[src/include/dol_pkg.sv]
// Shared constants for the deserializer output gating and lock block.
package dol_pkg;
   localparam int unsigned CLK_FREQ_HZ   = 25_000_000;
   localparam int unsigned LANES         = 3;
   localparam int unsigned BITS_PLAIN    = 7;
   localparam int unsigned BITS_BALANCED = 9;
   localparam int unsigned OUT_BITS      = LANES * BITS_PLAIN;
   // Longest gap between link clock rising edges before the clock counts as lost.
   localparam int unsigned LOSS_TIME_NS  = 2000;
   localparam int unsigned LOSS_CYCLES   =
      (LOSS_TIME_NS * (CLK_FREQ_HZ / 1_000_000)) / 1000;
   localparam int unsigned LOCK_PERIODS  = 32800;
   localparam int unsigned FIFO_DEPTH    = 8;
   // Balance tag in the two top bits of a nine bit word.
   localparam logic [1:0]  TAG_TRUE      = 2'h1;
   localparam logic [1:0]  TAG_INVERTED  = 2'h2;
   typedef enum logic [1:0] {
      DOL_OFF     = 2'h0,
      DOL_LOCKING = 2'h1,
      DOL_LOCKED  = 2'h3
   } dol_state_t;
endpackage

[src/logic/dol_fifo.sv]
// Flip-flop FIFO with valid and ready on both sides and a synchronous flush.
`timescale 1ns/1ns
`default_nettype none
module dol_fifo #(
   parameter int unsigned WIDTH = 21,
   parameter int unsigned DEPTH = 8
) (
   input  wire logic             clk,
   input  wire logic             rst_n,
   input  wire logic             flush,
   input  wire logic [WIDTH-1:0] in_data,
   input  wire logic             in_valid,
   output logic                  in_ready,
   output logic      [WIDTH-1:0] out_data,
   output logic                  out_valid,
   input  wire logic             out_ready
);
   localparam int unsigned AW = $clog2(DEPTH);

   if (DEPTH < 2 || (1 << AW) != DEPTH || WIDTH < 1) begin : g_bad_size
      $error("dol_fifo needs a power of two depth of at least 2");
   end

   logic [WIDTH-1:0] mem [DEPTH];
   logic [AW-1:0]    wr_ptr;
   logic [AW-1:0]    rd_ptr;
   logic [AW:0]      count;
   logic [AW-1:0]    next_wr_ptr;
   logic [AW-1:0]    next_rd_ptr;
   logic [AW:0]      next_count;
   logic             push;
   logic             pop;

   assign in_ready  = (count != (AW+1)'(DEPTH));
   assign out_valid = (count != '0);
   assign out_data  = mem[rd_ptr];

   always_comb begin
      push        = in_valid && in_ready;
      pop         = out_valid && out_ready;
      next_wr_ptr = push ? wr_ptr + 1'b1 : wr_ptr;
      next_rd_ptr = pop ? rd_ptr + 1'b1 : rd_ptr;
      next_count  = count;
      if (push && !pop) begin
         next_count = count + 1'b1;
      end else if (pop && !push) begin
         next_count = count - 1'b1;
      end
      if (flush) begin
         next_wr_ptr = '0;
         next_rd_ptr = '0;
         next_count  = '0;
      end
   end

   always_ff @(posedge clk or negedge rst_n) begin
      if (!rst_n) begin
         wr_ptr <= '0;
         rd_ptr <= '0;
         count  <= '0;
      end else begin
         wr_ptr <= next_wr_ptr;
         rd_ptr <= next_rd_ptr;
         count  <= next_count;
      end
   end

   always_ff @(posedge clk) begin
      if (push) begin
         mem[wr_ptr] <= in_data;
      end
   end
endmodule // dol_fifo
`default_nettype wire

[src/logic/dol_top.sv]
// Deserializer output gating, clock loss detection, lock counting and balance decode.
`timescale 1ns/1ns
`default_nettype none
module dol_top #(
   parameter int unsigned LOCK_PERIODS = dol_pkg::LOCK_PERIODS,
   parameter int unsigned FIFO_DEPTH   = dol_pkg::FIFO_DEPTH
) (
   input  wire logic                         clk,
   input  wire logic                         nrst,
   input  wire logic                         power_down_n,
   input  wire logic                         balance_mode_select,
   input  wire logic                         link_clock_in,
   input  wire logic [dol_pkg::LANES-1:0]    serial_lane_in,
   input  wire logic [dol_pkg::LANES-1:0]    lane_idle_in,
   input  wire logic                         clock_idle_in,
   output logic      [dol_pkg::OUT_BITS-1:0] parallel_data_out,
   output logic                              parallel_data_oe,
   output logic                              parallel_strobe_out,
   output logic                              parallel_strobe_oe,
   output logic                              locked
);
   localparam int unsigned LANES = dol_pkg::LANES;
   localparam int unsigned NB    = dol_pkg::BITS_PLAIN;
   localparam int unsigned WB    = dol_pkg::BITS_BALANCED;
   localparam int unsigned OB    = dol_pkg::OUT_BITS;

   if (LOCK_PERIODS < 1 || LOCK_PERIODS > 65535 || FIFO_DEPTH < 2) begin : g_bad_param
      $error("dol_top parameters out of range");
   end

   ////////////////////////////////////////////////////////////////////////////
   // Reset release and input synchronisers.
   logic [1:0]       rst_sync;
   logic             rst_n;
   logic [1:0]       pd_sync;
   logic [1:0]       mode_sync;
   logic [2:0]       lclk_sync;
   logic [LANES-1:0] lane_s1;
   logic [LANES-1:0] lane_s2;
   logic [LANES-1:0] idle_s1;
   logic [LANES-1:0] idle_s2;
   logic [1:0]       cidle_sync;

   always_ff @(posedge clk or negedge nrst) begin
      if (!nrst) begin
         rst_sync <= 2'h0;
      end else begin
         rst_sync <= {rst_sync[0], 1'b1};
      end
   end
   assign rst_n = rst_sync[1];

   always_ff @(posedge clk or negedge rst_n) begin
      if (!rst_n) begin
         pd_sync    <= 2'h0;
         mode_sync  <= 2'h0;
         lclk_sync  <= 3'h0;
         lane_s1    <= '0;
         lane_s2    <= '0;
         idle_s1    <= '0;
         idle_s2    <= '0;
         cidle_sync <= 2'h0;
      end else begin
         pd_sync    <= {pd_sync[0], power_down_n};
         mode_sync  <= {mode_sync[0], balance_mode_select};
         lclk_sync  <= {lclk_sync[1:0], link_clock_in};
         lane_s1    <= serial_lane_in;
         lane_s2    <= lane_s1;
         idle_s1    <= lane_idle_in;
         idle_s2    <= idle_s1;
         cidle_sync <= {cidle_sync[0], clock_idle_in};
      end
   end

   logic pwr_on;
   logic balanced;
   logic link_edge;
   assign pwr_on    = pd_sync[1];
   assign balanced  = mode_sync[1];
   assign link_edge = lclk_sync[1] && !lclk_sync[2];

   ////////////////////////////////////////////////////////////////////////////
   // Clock loss detection and lock sequencing.
   localparam int unsigned GAP_W = $clog2(dol_pkg::LOSS_CYCLES + 1);

   dol_pkg::dol_state_t state;
   dol_pkg::dol_state_t next_state;
   logic [GAP_W-1:0]    gap;
   logic [GAP_W-1:0]    next_gap;
   logic [15:0]         lock_cnt;
   logic [15:0]         next_lock_cnt;
   logic                clk_lost;
   logic                fail_all;

   // A slow or stopped clock is seen as a long gap between rising edges.
   assign clk_lost = (gap == GAP_W'(dol_pkg::LOSS_CYCLES));
   assign fail_all = clk_lost || (!balanced && cidle_sync[1]);

   always_comb begin
      next_state    = state;
      next_gap      = gap;
      next_lock_cnt = lock_cnt;
      if (link_edge) begin
         next_gap = '0;
      end else if (!clk_lost) begin
         next_gap = gap + 1'b1;
      end
      case (state)
         dol_pkg::DOL_OFF: begin
            next_lock_cnt = '0;
            if (pwr_on) begin
               next_state = dol_pkg::DOL_LOCKING;
            end
         end
         dol_pkg::DOL_LOCKING: begin
            if (fail_all) begin
               next_lock_cnt = '0;
            end else if (link_edge) begin
               next_lock_cnt = lock_cnt + 1'b1;
            end
            if (!fail_all && link_edge && lock_cnt == 16'(LOCK_PERIODS - 1)) begin
               next_state = dol_pkg::DOL_LOCKED;
            end
         end
         dol_pkg::DOL_LOCKED: begin
            if (fail_all) begin
               next_state    = dol_pkg::DOL_LOCKING;
               next_lock_cnt = '0;
            end
         end
         default: begin
            next_state = dol_pkg::DOL_OFF;
         end
      endcase
      if (!pwr_on) begin
         next_state = dol_pkg::DOL_OFF;
      end
   end

   always_ff @(posedge clk or negedge rst_n) begin
      if (!rst_n) begin
         state    <= dol_pkg::DOL_OFF;
         gap      <= '0;
         lock_cnt <= 16'h0;
      end else begin
         state    <= next_state;
         gap      <= next_gap;
         lock_cnt <= next_lock_cnt;
      end
   end

   ////////////////////////////////////////////////////////////////////////////
   // Serial capture and balance decode, one bit per clock cycle per lane.
   // The capture window is only as deep as a balanced word, so the link period
   // must be at least nine clock cycles for balanced words to be whole.
   logic [WB-1:0] shift      [LANES];
   logic [WB-1:0] next_shift [LANES];
   logic [OB-1:0] word;
   logic          fifo_in_ready;
   logic [OB-1:0] fifo_out_data;
   logic          fifo_out_valid;

   always_comb begin
      word = '0;
      for (int i = 0; i < LANES; i++) begin
         next_shift[i] = {shift[i][WB-2:0], lane_s2[i]};
         if (balanced) begin
            // Tag bits arrive first; an inverted tag restores the true polarity.
            if (shift[i][WB-1:NB] == dol_pkg::TAG_INVERTED) begin
               word[i*NB +: NB] = ~shift[i][NB-1:0];
            end else begin
               word[i*NB +: NB] = shift[i][NB-1:0];
            end
         end else begin
            word[i*NB +: NB] = shift[i][NB-1:0];
         end
      end
   end

   always_ff @(posedge clk or negedge rst_n) begin
      if (!rst_n) begin
         for (int i = 0; i < LANES; i++) begin
            shift[i] <= '0;
         end
      end else begin
         for (int i = 0; i < LANES; i++) begin
            shift[i] <= next_shift[i];
         end
      end
   end

   // Words wait here until the next strobe; the queue empties while unlocked.
   dol_fifo #(
      .WIDTH (OB),
      .DEPTH (FIFO_DEPTH)
   ) u_fifo (
      .clk       (clk),
      .rst_n     (rst_n),
      .flush     (state != dol_pkg::DOL_LOCKED),
      .in_data   (word),
      .in_valid  (link_edge && state == dol_pkg::DOL_LOCKED),
      .in_ready  (fifo_in_ready),
      .out_data  (fifo_out_data),
      .out_valid (fifo_out_valid),
      .out_ready (link_edge)
   );

   ////////////////////////////////////////////////////////////////////////////
   // Output gating.
   logic [OB-1:0] next_data;
   logic          next_strobe;
   logic          next_oe;
   logic          next_locked;

   always_comb begin
      next_oe     = pwr_on && state != dol_pkg::DOL_OFF;
      // Lock falls with the enables, so it is never shown on released pins.
      next_locked = pwr_on && state == dol_pkg::DOL_LOCKED;
      next_data   = parallel_data_out;
      if (link_edge && fifo_out_valid) begin
         next_data = fifo_out_data;
      end
      next_strobe = lclk_sync[1] && next_locked && !fail_all;
      if (!next_locked || fail_all || !next_oe) begin
         next_data = '0;
      end
      for (int i = 0; i < LANES; i++) begin
         if (!balanced && idle_s2[i]) begin
            next_data[i*NB +: NB] = '0;
         end
      end
   end

   always_ff @(posedge clk or negedge rst_n) begin
      if (!rst_n) begin
         parallel_data_out   <= '0;
         parallel_strobe_out <= 1'b0;
         parallel_data_oe    <= 1'b0;
         parallel_strobe_oe  <= 1'b0;
         locked              <= 1'b0;
      end else begin
         parallel_data_out   <= next_data;
         parallel_strobe_out <= next_strobe;
         parallel_data_oe    <= next_oe;
         parallel_strobe_oe  <= next_oe;
         locked              <= next_locked;
      end
   end

   // Every push after the first meets a pop on the same strobe edge, so the queue
   // never holds more than one word; in_ready is kept for structural completeness.
   logic unused_ready;
   assign unused_ready = fifo_in_ready;
endmodule // dol_top
`default_nettype wire

[config.mk]
export PLATFORM = sky130hd
export DESIGN_NAME = dol_top
export DESIGN_NICKNAME = d
export VERILOG_FILES = /design/src/include/dol_pkg.sv /design/src/logic/dol_fifo.sv /design/src/logic/dol_top.sv
export SDC_FILE = /design/constraint.sdc
export NUM_CORES = 1
export LEC_CHECK = 0
export BUFFER_PORTS_ARGS = -buffer_cell sky130_fd_sc_hd__buf_2
export CORE_MARGIN = 1.5
export CORE_UTILIZATION = 45
export CTS_BUF_LIST = sky130_fd_sc_hd__clkbuf_8
export CTS_CLUSTER_DIAMETER = 120
export DETAILED_ROUTE_END_ITERATION = 10
export GPL_TIMING_DRIVEN = 1
export SETUP_SLACK_MARGIN = 0.15
export SLEW_MARGIN = 20
export SYNTH_ARGS = -nofsm -noshare
export SYNTH_HDL_FRONTEND = slang
export SYNTH_HIERARCHICAL = 1
export SYNTH_SLANG_ARGS = --single-unit
[constraint.sdc]
create_clock -name clk -period 3.35 [get_ports clk]
set_input_delay 0.335 -clock clk [delete_from_list [all_inputs] [get_ports clk]]
set_output_delay 0.335 -clock clk [all_outputs]
set_load 0.03 [all_outputs]
# [After elaboration in Yosys (flattened, before gate mapping)]
# Memories as Yosys holds them, arrays and structs flattened.
# Cells that the tools add are included.
[totals] reg_bits=108 ram_bits=168 input_bits=12 output_inout_bits=25 wordCells=116 n_memories=1
[memory_table] name="u_fifo.mem" words=8 word_bits=21 rd=1 rd_ports_with_merged_regs=0 write_ports=1 line="dol_fifo.sv:24" source="logic [WIDTH-1:0] mem [DEPTH];"
[op_classes] add_sub_neg=6 n_eq_ne=14 n_mux=30 bitwise=3 reduce_logical=38
[op_table] operator="two-way mux 7 bit" n=9
[op_table] operator="two-way mux 16 bit" n=3
[op_table] operator="case mux 16 bit (3 select lines)" n=1
[op_table] operator="two-way mux 21 bit" n=2
[op_table] operator="NOT 7 bit" n=3
[op_table] operator="adder 16 x 1 -> 16 bit, second input constant" n=1
[op_table] operator="== test 16 bit, second input constant" n=1
[op_table] operator="logical AND 1 bit" n=16
[op_table] operator="nonzero test 3 bit" n=5
[op_table] operator="two-way mux 3 bit" n=4
[op_table] operator="two-way mux 4 bit" n=3
[op_table] operator="two-way mux 6 bit" n=2
[op_table] operator="inequality test 3 bit, second input constant" n=3
[op_table] operator="== test 2 bit, second input constant" n=4
[op_table] operator="logical NOT 1 bit" n=7
[op_table] operator="adder 3 x 1 -> 3 bit, second input constant" n=2
[op_table] operator="adder 6 x 1 -> 6 bit, second input constant" n=1
[op_table] operator="== test 6 bit, second input constant" n=1
[op_table] operator="two-way mux 2 bit" n=3
[op_table] operator="inequality test 2 bit, second input constant" n=3
[op_table] operator="case mux 2 bit (3 select lines)" n=1
[op_table] operator="nonzero test 2 bit" n=3
[op_table] operator="adder 4 x 1 -> 4 bit, second input constant" n=1
[op_table] operator="inequality test 4 bit, second input constant" n=1
[op_table] operator="8 further kinds" n=11

# [Longest topological paths before layout]
# Gate-level depths: netlist of run 1.
[logic_depth] ltp_word=9 ltp_mapped=10 mapped_depth_nobuf=9

# [By module]
# Netlist of run 1, hierarchy kept.
[modules_own_cells] module="dol_fifo" instances=1 cells_each=321 area_each_um2=7013.0 seq_area_each_um2=5295.1
[modules_own_cells] module="dol_top" instances=1 cells_each=289 area_each_um2=3723.6 seq_area_each_um2=2452.4

# [Worst setup path after synthesis of run 1]
# OpenSTA, ideal clock, no wires.
[synth_timing] path_kind="register -> register" from="register state[0]" to="memory u_fifo.mem[0][0], enable pin" setup_ns=0.452 arrival_time_ns=2.922 t_required_ns=2.898 setup_slack_ns=-0.024 stages_incl_launch_ff=7 path_buffers=2 synth_period_minus_slack_ns=3.374 cell_sequence="dfrtp_1 > buf_4 > nand2_1 > nor2_1 > buf_2 > nand2_2 > nor4_1"
[synth_between] elab_chain_len=5
[synth_lines] item="start: declaration" line="dol_top.sv:86" source="dol_pkg::dol_state_t state;"
[synth_lines] item="start signal: assignment" line="dol_top.sv:142" source="state <= dol_pkg::DOL_OFF;"
[synth_lines] item="start signal: assignment" line="dol_top.sv:146" source="state <= next_state;"
[synth_lines] item="== test 2 bit" line="dol_top.sv:201" source=".in_valid (link_edge && state == dol_pkg::DOL_LOCKED),"
[synth_lines] item="logical AND 1 bit" line="dol_top.sv:201"
[synth_lines] item="logical AND 1 bit" line="dol_fifo.sv:39" source="push = in_valid && in_ready;"
[synth_lines] item="two-way mux 1 bit" line="dol_fifo.sv:69" source="if (push) begin"
[synth_lines] item="two-way mux 1 bit (not written as such)" line="dol_fifo.sv:70" source="mem[wr_ptr] <= in_data;"
[synth_lines] item="end: declaration" line="dol_fifo.sv:24"
# Every way passes these cells.

# [Final worst setup path of run 1]
[layout_timing] from="register state[0]" to="register u_fifo.count[3]"
[layout_between] elab_chain_len=6 elab_cells_between_ends=10 cone_classes="eq/ne (2); mux (2); reduce/logical (6)"
[layout_lines] item="== test 2 bit" line="dol_top.sv:201"
[layout_lines] item="logical AND 1 bit" line="dol_top.sv:201"
[layout_lines] item="logical AND 1 bit" line="dol_fifo.sv:39"
[layout_lines] item="logical AND 1 bit or logical NOT 1 bit (tied branches)" line="dol_fifo.sv:44, dol_fifo.sv:46"
[layout_lines] item="two-way mux 4 bit or logical AND 1 bit (tied branches)" line="dol_fifo.sv:44, dol_fifo.sv:46"
[layout_lines] item="two-way mux 4 bit or nonzero test 3 bit (tied branches)"
[layout_lines] item="end signal: assignment" line="dol_fifo.sv:64" source="count <= next_count;"
[layout_lines] item="end: declaration" line="dol_fifo.sv:27" source="logic [AW:0] count;"
# Parallel ways exist; a longest one is shown, timed or not.
# A chain may end at the register's enable or synchronous reset.

==> reports/qor.yml, run 1 <==
floorplanning:
  start_util: 0.457
  die_w_um: 157
  rows: 56
  coreArea_um2: 23500
  die_h_um: 157
  ios: 37
  die-area_um2: 24800
synth:
  synth.avg_cell_area_um2: 17.6
  yosysSeqAreaShare: 0.722
  synthSimpleGateAreaFrac: 0.0590
  synthAdderAreaFrac: 0.0100
  synth_top_family_by_area: "multiplexers"
  synthArstFlopShare: 0.391
  ys_ff_latch: 276
  synth_xor_area_frac: 0.0261
  synth_compound_area_frac: 0.0575
  syn_nets: 630
  synth_edf_count: 168
  syn_inst: 610
  synth_flop_cell: "edfxtp_1"
  synthMuxAreaShare: 0.112
  synthesis.area_um2: 10700
  yosys_warnings: 6
  ys_types: 62
cts:
  cts_resized: 0
  cts_tree: "done"
  htree_levels: 2
  insertion_delay_ps: 560
  cts_buffers: 45
  cts_sinks: 276
  root_buffer: "clkbuf_8"
  clk_pin_slew_ps: 60
  clock_path_buffers: 3
placed_design:
  dp_cells: 956
  io_buffers: 36
  place_congestion: 0.776
  hpwl_um: 12200
timing:
  rsz0062_at_grt: "false"
  setup_viol: 0
  clock_skew_ps: 31.8
  period_needed_ps: 2840
  period_share: 0.848
  worst_pin_slew_ps: 761
  drv_slew: 0
  hold_viol: 0
  tns_ps: 0
  maxSlewHeadroom: 0.493
  holdWs_ps: 89.7
  max_freq_mhz: 352
worst_setup_path:
  startpoint: "state[0]"
  worstReg2RegEnd: "u_fifo/count[3]"
  r2r_setup_slack_ps: 510
  required_ps: 3810
  critPathMaxFanout: 13
  worstPathArrival_ps: 3300
  cp-endpoint: "u_fifo/count[3]"
  ff2ff_path_depth: 8
  start_kind: "flop"
  timing.rr.start: "state[0]"
  endpoint_kind: "flop"
  path_class: "reg2reg"
detailed_routing:
  wl_um: 20500
  detailroute.via_count: 5605
  wire_per_inst_um: 19.6
  wl_met1_um: 9060
  drt_first_iter_violations: 392
  ant_nets: 0
  wl_met3_um: 885
  dr_wl_met2_um: 10200
  drt_pass1_iterations: 4
  vias_per_cell: 5.34
  routed.top_layer: "met4"
  drc: 0
global_route:
  globalRoute.totalOverflow: 0
  antenna_found_initial: 0
  grt_max_degree: 55
  first_global_vias: 5843
  grt_pass1_wl_um: 32400
  grt_usage: 0.175
outcome:
  status: "finished clean"
layout:
  synthToLayoutAreaGrowth_pct: 14.9
  nets: 715
  antenna_cells: 0
  drive_above_1_share: 0.267
  fin_cells: 1049
  fillers: 1878
flow_run:
  maxCapViolations: 0
worst_hold_path:
  hp-class: "in2async"
power_and_ir_drop:
  power_density_nw_per_um2: 533
  ir_worst_vdd_mv: 0.334
  p_leak_nw: 4.59
==> area by class of cell <==
cell class / instances / area [um^2] / share of cell area
Timing Repair Buffer: 61 / 433 / 0.0351
Sequential cell: 276 / 7750 / 0.628
Clock inverter: 32 / 155 / 0.0126
Clock buffer: 50 / 688 / 0.0558
Multi-Input combinational cell: 304 / 2890 / 0.234
Tap cell: 319 / 399 / 0.0323
Inverter: 7 / 26.3 / 0.00213
==> cells in the mapped netlist (all sizes together) (3+ instances only) <==
cell | instances | area share
or4 | 4 | 0.0028
a31oi | 3 | 0.0017
dfrtp | 108 | 0.25
inv | 7 | 0.0024
and3 | 3 | 0.0017
a211oi | 3 | 0.0026
xor2 | 5 | 0.0041
nor3 | 8 | 0.0048
nand2b | 5 | 0.0036
o211ai | 5 | 0.0035
ha | 7 | 0.0082
xnor2 | 27 | 0.022
buf | 14 | 0.0079
nand2 | 22 | 0.0079
a22o | 22 | 0.018
o21ai | 23 | 0.011
mux2 | 21 | 0.022
nor2 | 38 | 0.014
clkbuf | 9 | 0.0031
a21oi | 12 | 0.0059
edfxtp | 168 | 0.47
nand3 | 13 | 0.0070
mux4 | 42 | 0.088
nand3b | 3 | 0.0021
nand4 | 7 | 0.0041
==> state kept, by name, indices dropped and copies added, names as in the netlist, 4 cells and up <==
register and count:
u_fifo/mem 168, lock_cnt 16, u_fifo/count 4, next_shift 24
gap 6, parallel_data_out 21
==> worst max-delay path: stages (launching register included) <==
cell	delay, ps
dfrtp_1	480
nand2_1	340
nor2_1	560
nand3_2	210
ha_1	320
a21o_1	180
a2111oi_0	440
mux2i_1	150
o311ai_2	90
==> where the power goes <==
part	total, mW	switching [mW]	internal, mW	leakage (nW)
clock	2.64	1.26	1.38	0.509
combinational	0.177	0.111	0.0661	1.19
sequential	3.76	0.0657	3.70	2.89
==> layer usage <==
metal,up-vias,GRT usage
met2,122,0.291
met3,31,0.0336
met5,-,0
li1,2550,-
met1,2902,0.234
met4,0,0.0562
==> cells by family (layout without fill, tap and decap cells) <==
| family | after synthesis | in the layout |
|---|---|---|
| AOI/OAI and AO/OA | 81 | 81 |
| xor gates and xnor gates | 32 | 32 |
| adders and majority gates | 8 | 8 |
| buffers and inverters | 30 | 150 |
| DFF | 276 | 276 |
| muxes | 65 | 65 |
| other | 1 | 1 |
| and+or+nand+nor | 117 | 117 |
==> stage by stage <==
stage | power, mW | setup slack (ps) | area, um^2 | utilization
2_1_floorplan | 3.95 | 523 | 10700 | -
3_3_place_gp | 3.98 | 632 | 11400 | 0.485
3_5_place_dp | 4.00 | 504 | 11400 | 0.485
4_1_cts | 6.67 | 526 | 12300 | 0.526
5_1_grt | 6.85 | 180 | 12300 | 0.526
6_report | 6.58 | 511 | 12300 | 0.526
==> how the worst min path moves through the flow <==
stage                     start          end  slack, ps  depth (start not counted)
after floorplan            nrst  rst_sync[0]         40                          0
after global placement     nrst  rst_sync[0]        120                          1
after detailed placement   nrst  rst_sync[0]        120                          1
after CTS                  nrst  rst_sync[1]         50                          2
after global routing       nrst  rst_sync[1]         60                          2
final                      nrst  rst_sync[1]         90                          2
==> placed cells by master (no fill, tap or decap), drive strengths merged, types with 13 or more instances in the layout <==
cell,netlist,routed
dfrtp,108,108
xnor2,27,27
buf,14,50
nor2,38,38
mux2,21,21
mux4,42,42
inv,7,30
edfxtp,168,168
nand2,22,22
nand3,13,13
o21ai,23,23
a22o,22,22
clkbuf,9,50
==> repair_timing <==
action | 4_1_cts | 5_1_grt
hold buffers | 11 | 0
setup buffers | 0 | 0
endpoints found under the hold margin | 12 | 0
Note: power is estimated with default switching activity, not from simulation.
==> run 2, diff against run 1 <==
==> constraint.sdc (replaced) <==
create_clock -name clk -period 2.8 [get_ports clk]
set_input_delay 0.28 -clock clk [delete_from_list [all_inputs] [get_ports clk]]
set_output_delay 0.28 -clock clk [all_outputs]
set_load 0.03 [all_outputs]
==> reports/qor.yml, run 2 (same netlist as run 1, synthesis figures left out) <==
power_and_ir_drop:
  ir_worst_vdd_mv: 0.442
  pwr-share-clk: 0.424
  combPwrFrac: 0.027
  swShare: 0.220
  power_density_nw_per_um2: 655
  p_int_mw: 6.39
  seqPwrFrac: 0.549
  p_switching_mw: 1.80
  p_leak_nw: 4.68
  power_mw: 8.19
detailed_routing:
  ant_nets: 0
  drt_first_iter_violations: 447
  vias_per_cell: 5.37
  drc: 0
  detailroute.via_count: 5690
  drt_pass1_iterations: 4
  wl_um: 21700
  wire_per_inst_um: 20.4
timing:
  max_freq_mhz: 414
  period_needed_ps: 2410
  holdWs_ps: 269
  clock_skew_ps: 21.5
  drv_slew: 0
  maxSlewHeadroom: 0.494
  rsz0062_at_grt: "false"
  period_share: 0.862
  hold_viol: 0
  tns_ps: 0
  worst_pin_slew_ps: 756
  setup_viol: 0
placed_design:
  io_buffers: 36
  post_dp_cell_area_um2: 11500
  place_congestion: 0.818
  hpwl_um: 12600
floorplanning:
  start_util: 0.457
  die-area_um2: 24800
  coreArea_um2: 23500
  die_w_um: 157
  ios: 37
  rows: 56
  die_h_um: 157
layout:
  regMostFlops: "u_fifo/mem"
  synthToLayoutAreaGrowth_pct: 16.5
  final_common_cell: "edfxtp_1"
  largest_reg_flops: 168
  final_cell_mix: "edfxtp_1 (168), dfrtp_1 (106), clkbuf_8 (55), mux4_2 (42), buf_2 (36)"
  drive_above_1_share: 0.286
  nets: 724
  antenna_cells: 0
  stdcell_area_um2: 12500
worst_setup_path:
  timing.rr.start: "u_fifo/count[1]"
  r2r_setup_slack_ps: 390
  start_kind: "flop"
  endpoint_kind: "flop"
  path_class: "reg2reg"
  critPathMaxFanout: 8
  required_ps: 3240
  worstReg2RegEnd: "u_fifo/count[3]"
  worstPathArrival_ps: 2850
  cp-endpoint: "u_fifo/count[3]"
  startpoint: "u_fifo/count[1]"
  ff2ff_path_depth: 7
global_route:
  antenna_found_initial: 0
  grt_usage: 0.184
  first_global_vias: 5893
  grt_max_degree: 50
  globalRoute.totalOverflow: 0
  grt_pass1_wl_um: 33700
cts:
  postCtsSetupRepairBufs: 0
  root_buffer: "clkbuf_8"
  cts_tree: "done"
  cts_sinks: 276
  clock_path_buffers: 3
  htree_levels: 2
  cts_buffers: 46
  insertion_delay_ps: 560
  clk_pin_slew_ps: 70
flow_run:
  maxCapViolations: 0
outcome:
  status: "finished clean"
worst_hold_path:
  hp-class: "reg2async"
[run 2: worst min-delay path by stage]
stage	start	to	slack, ps	depth (start not counted)
floorplan	nrst	rst_sync[0]	-20	0
global placement	nrst	rst_sync[0]	60	1
detailed placement	nrst	rst_sync[1]	70	1
CTS	rst_sync[1]	parallel_data_out[11]	290	0
global route	rst_sync[1]	parallel_data_out[11]	300	0
finish	rst_sync[1]	parallel_data_out[11]	270	0
[run 2: per-stage QoR]
step                utilization  setup WS, ps  std cells
finish                    0.533           387       1060
detailed placement        0.488           237        963
global placement          0.488           330        963
global route              0.533           234       1060
floorplan                     -         -27.1        610
CTS                       0.533           214       1060
[run 2: layer usage]
layer	wire length, um	vias to the layer above	GRT usage	part of all wire
met3	759	38	0.0347	0.035
met1	9850	2973	0.249	0.45
met4	461	0	0.0611	0.021
li1	-	2569	-	-
met5	0	-	0	0
met2	10600	110	0.302	0.49
[run 2: cell type report]
type | count | area [um^2]
clock buffers | 55 | 757
flip-flops and latches | 276 | 7750
fillers | 1878 | 11000
multi-input cells | 304 | 2900
inverters | 7 | 26.3
well taps | 319 | 399
clock inverters | 30 | 168
repair buffers | 69 | 508
[run 2: power by group through the flow]
stage | Combinational (mW) | Clock, mW | Sequential, mW
floorplan | 0.166 | 0 | 4.55
detailed placement | 0.213 | 0 | 4.57
finish | 0.222 | 3.48 | 4.49
global placement | 0.198 | 0 | 4.57
global route | 0.253 | 3.76 | 4.50
CTS | 0.227 | 3.58 | 4.50
[run 2: repair_timing]
| item | 4_1_cts | 5_1_grt |
|---|---|---|
| hold endpoints to repair | 12 | 0 |
| setup endpoints to repair | 0 | 1 |
| hold buffers | 12 | 0 |
| gates resized for setup | 0 | 3 |
[run 2: critical path, cell delays in order, from the launching register on]
cell,delay (ps)
dfrtp_1,490
or4b_4,630
nand3_2,140
ha_1,250
a21o_1,190
a2111oi_2,350
mux2i_1,140
o311ai_2,100
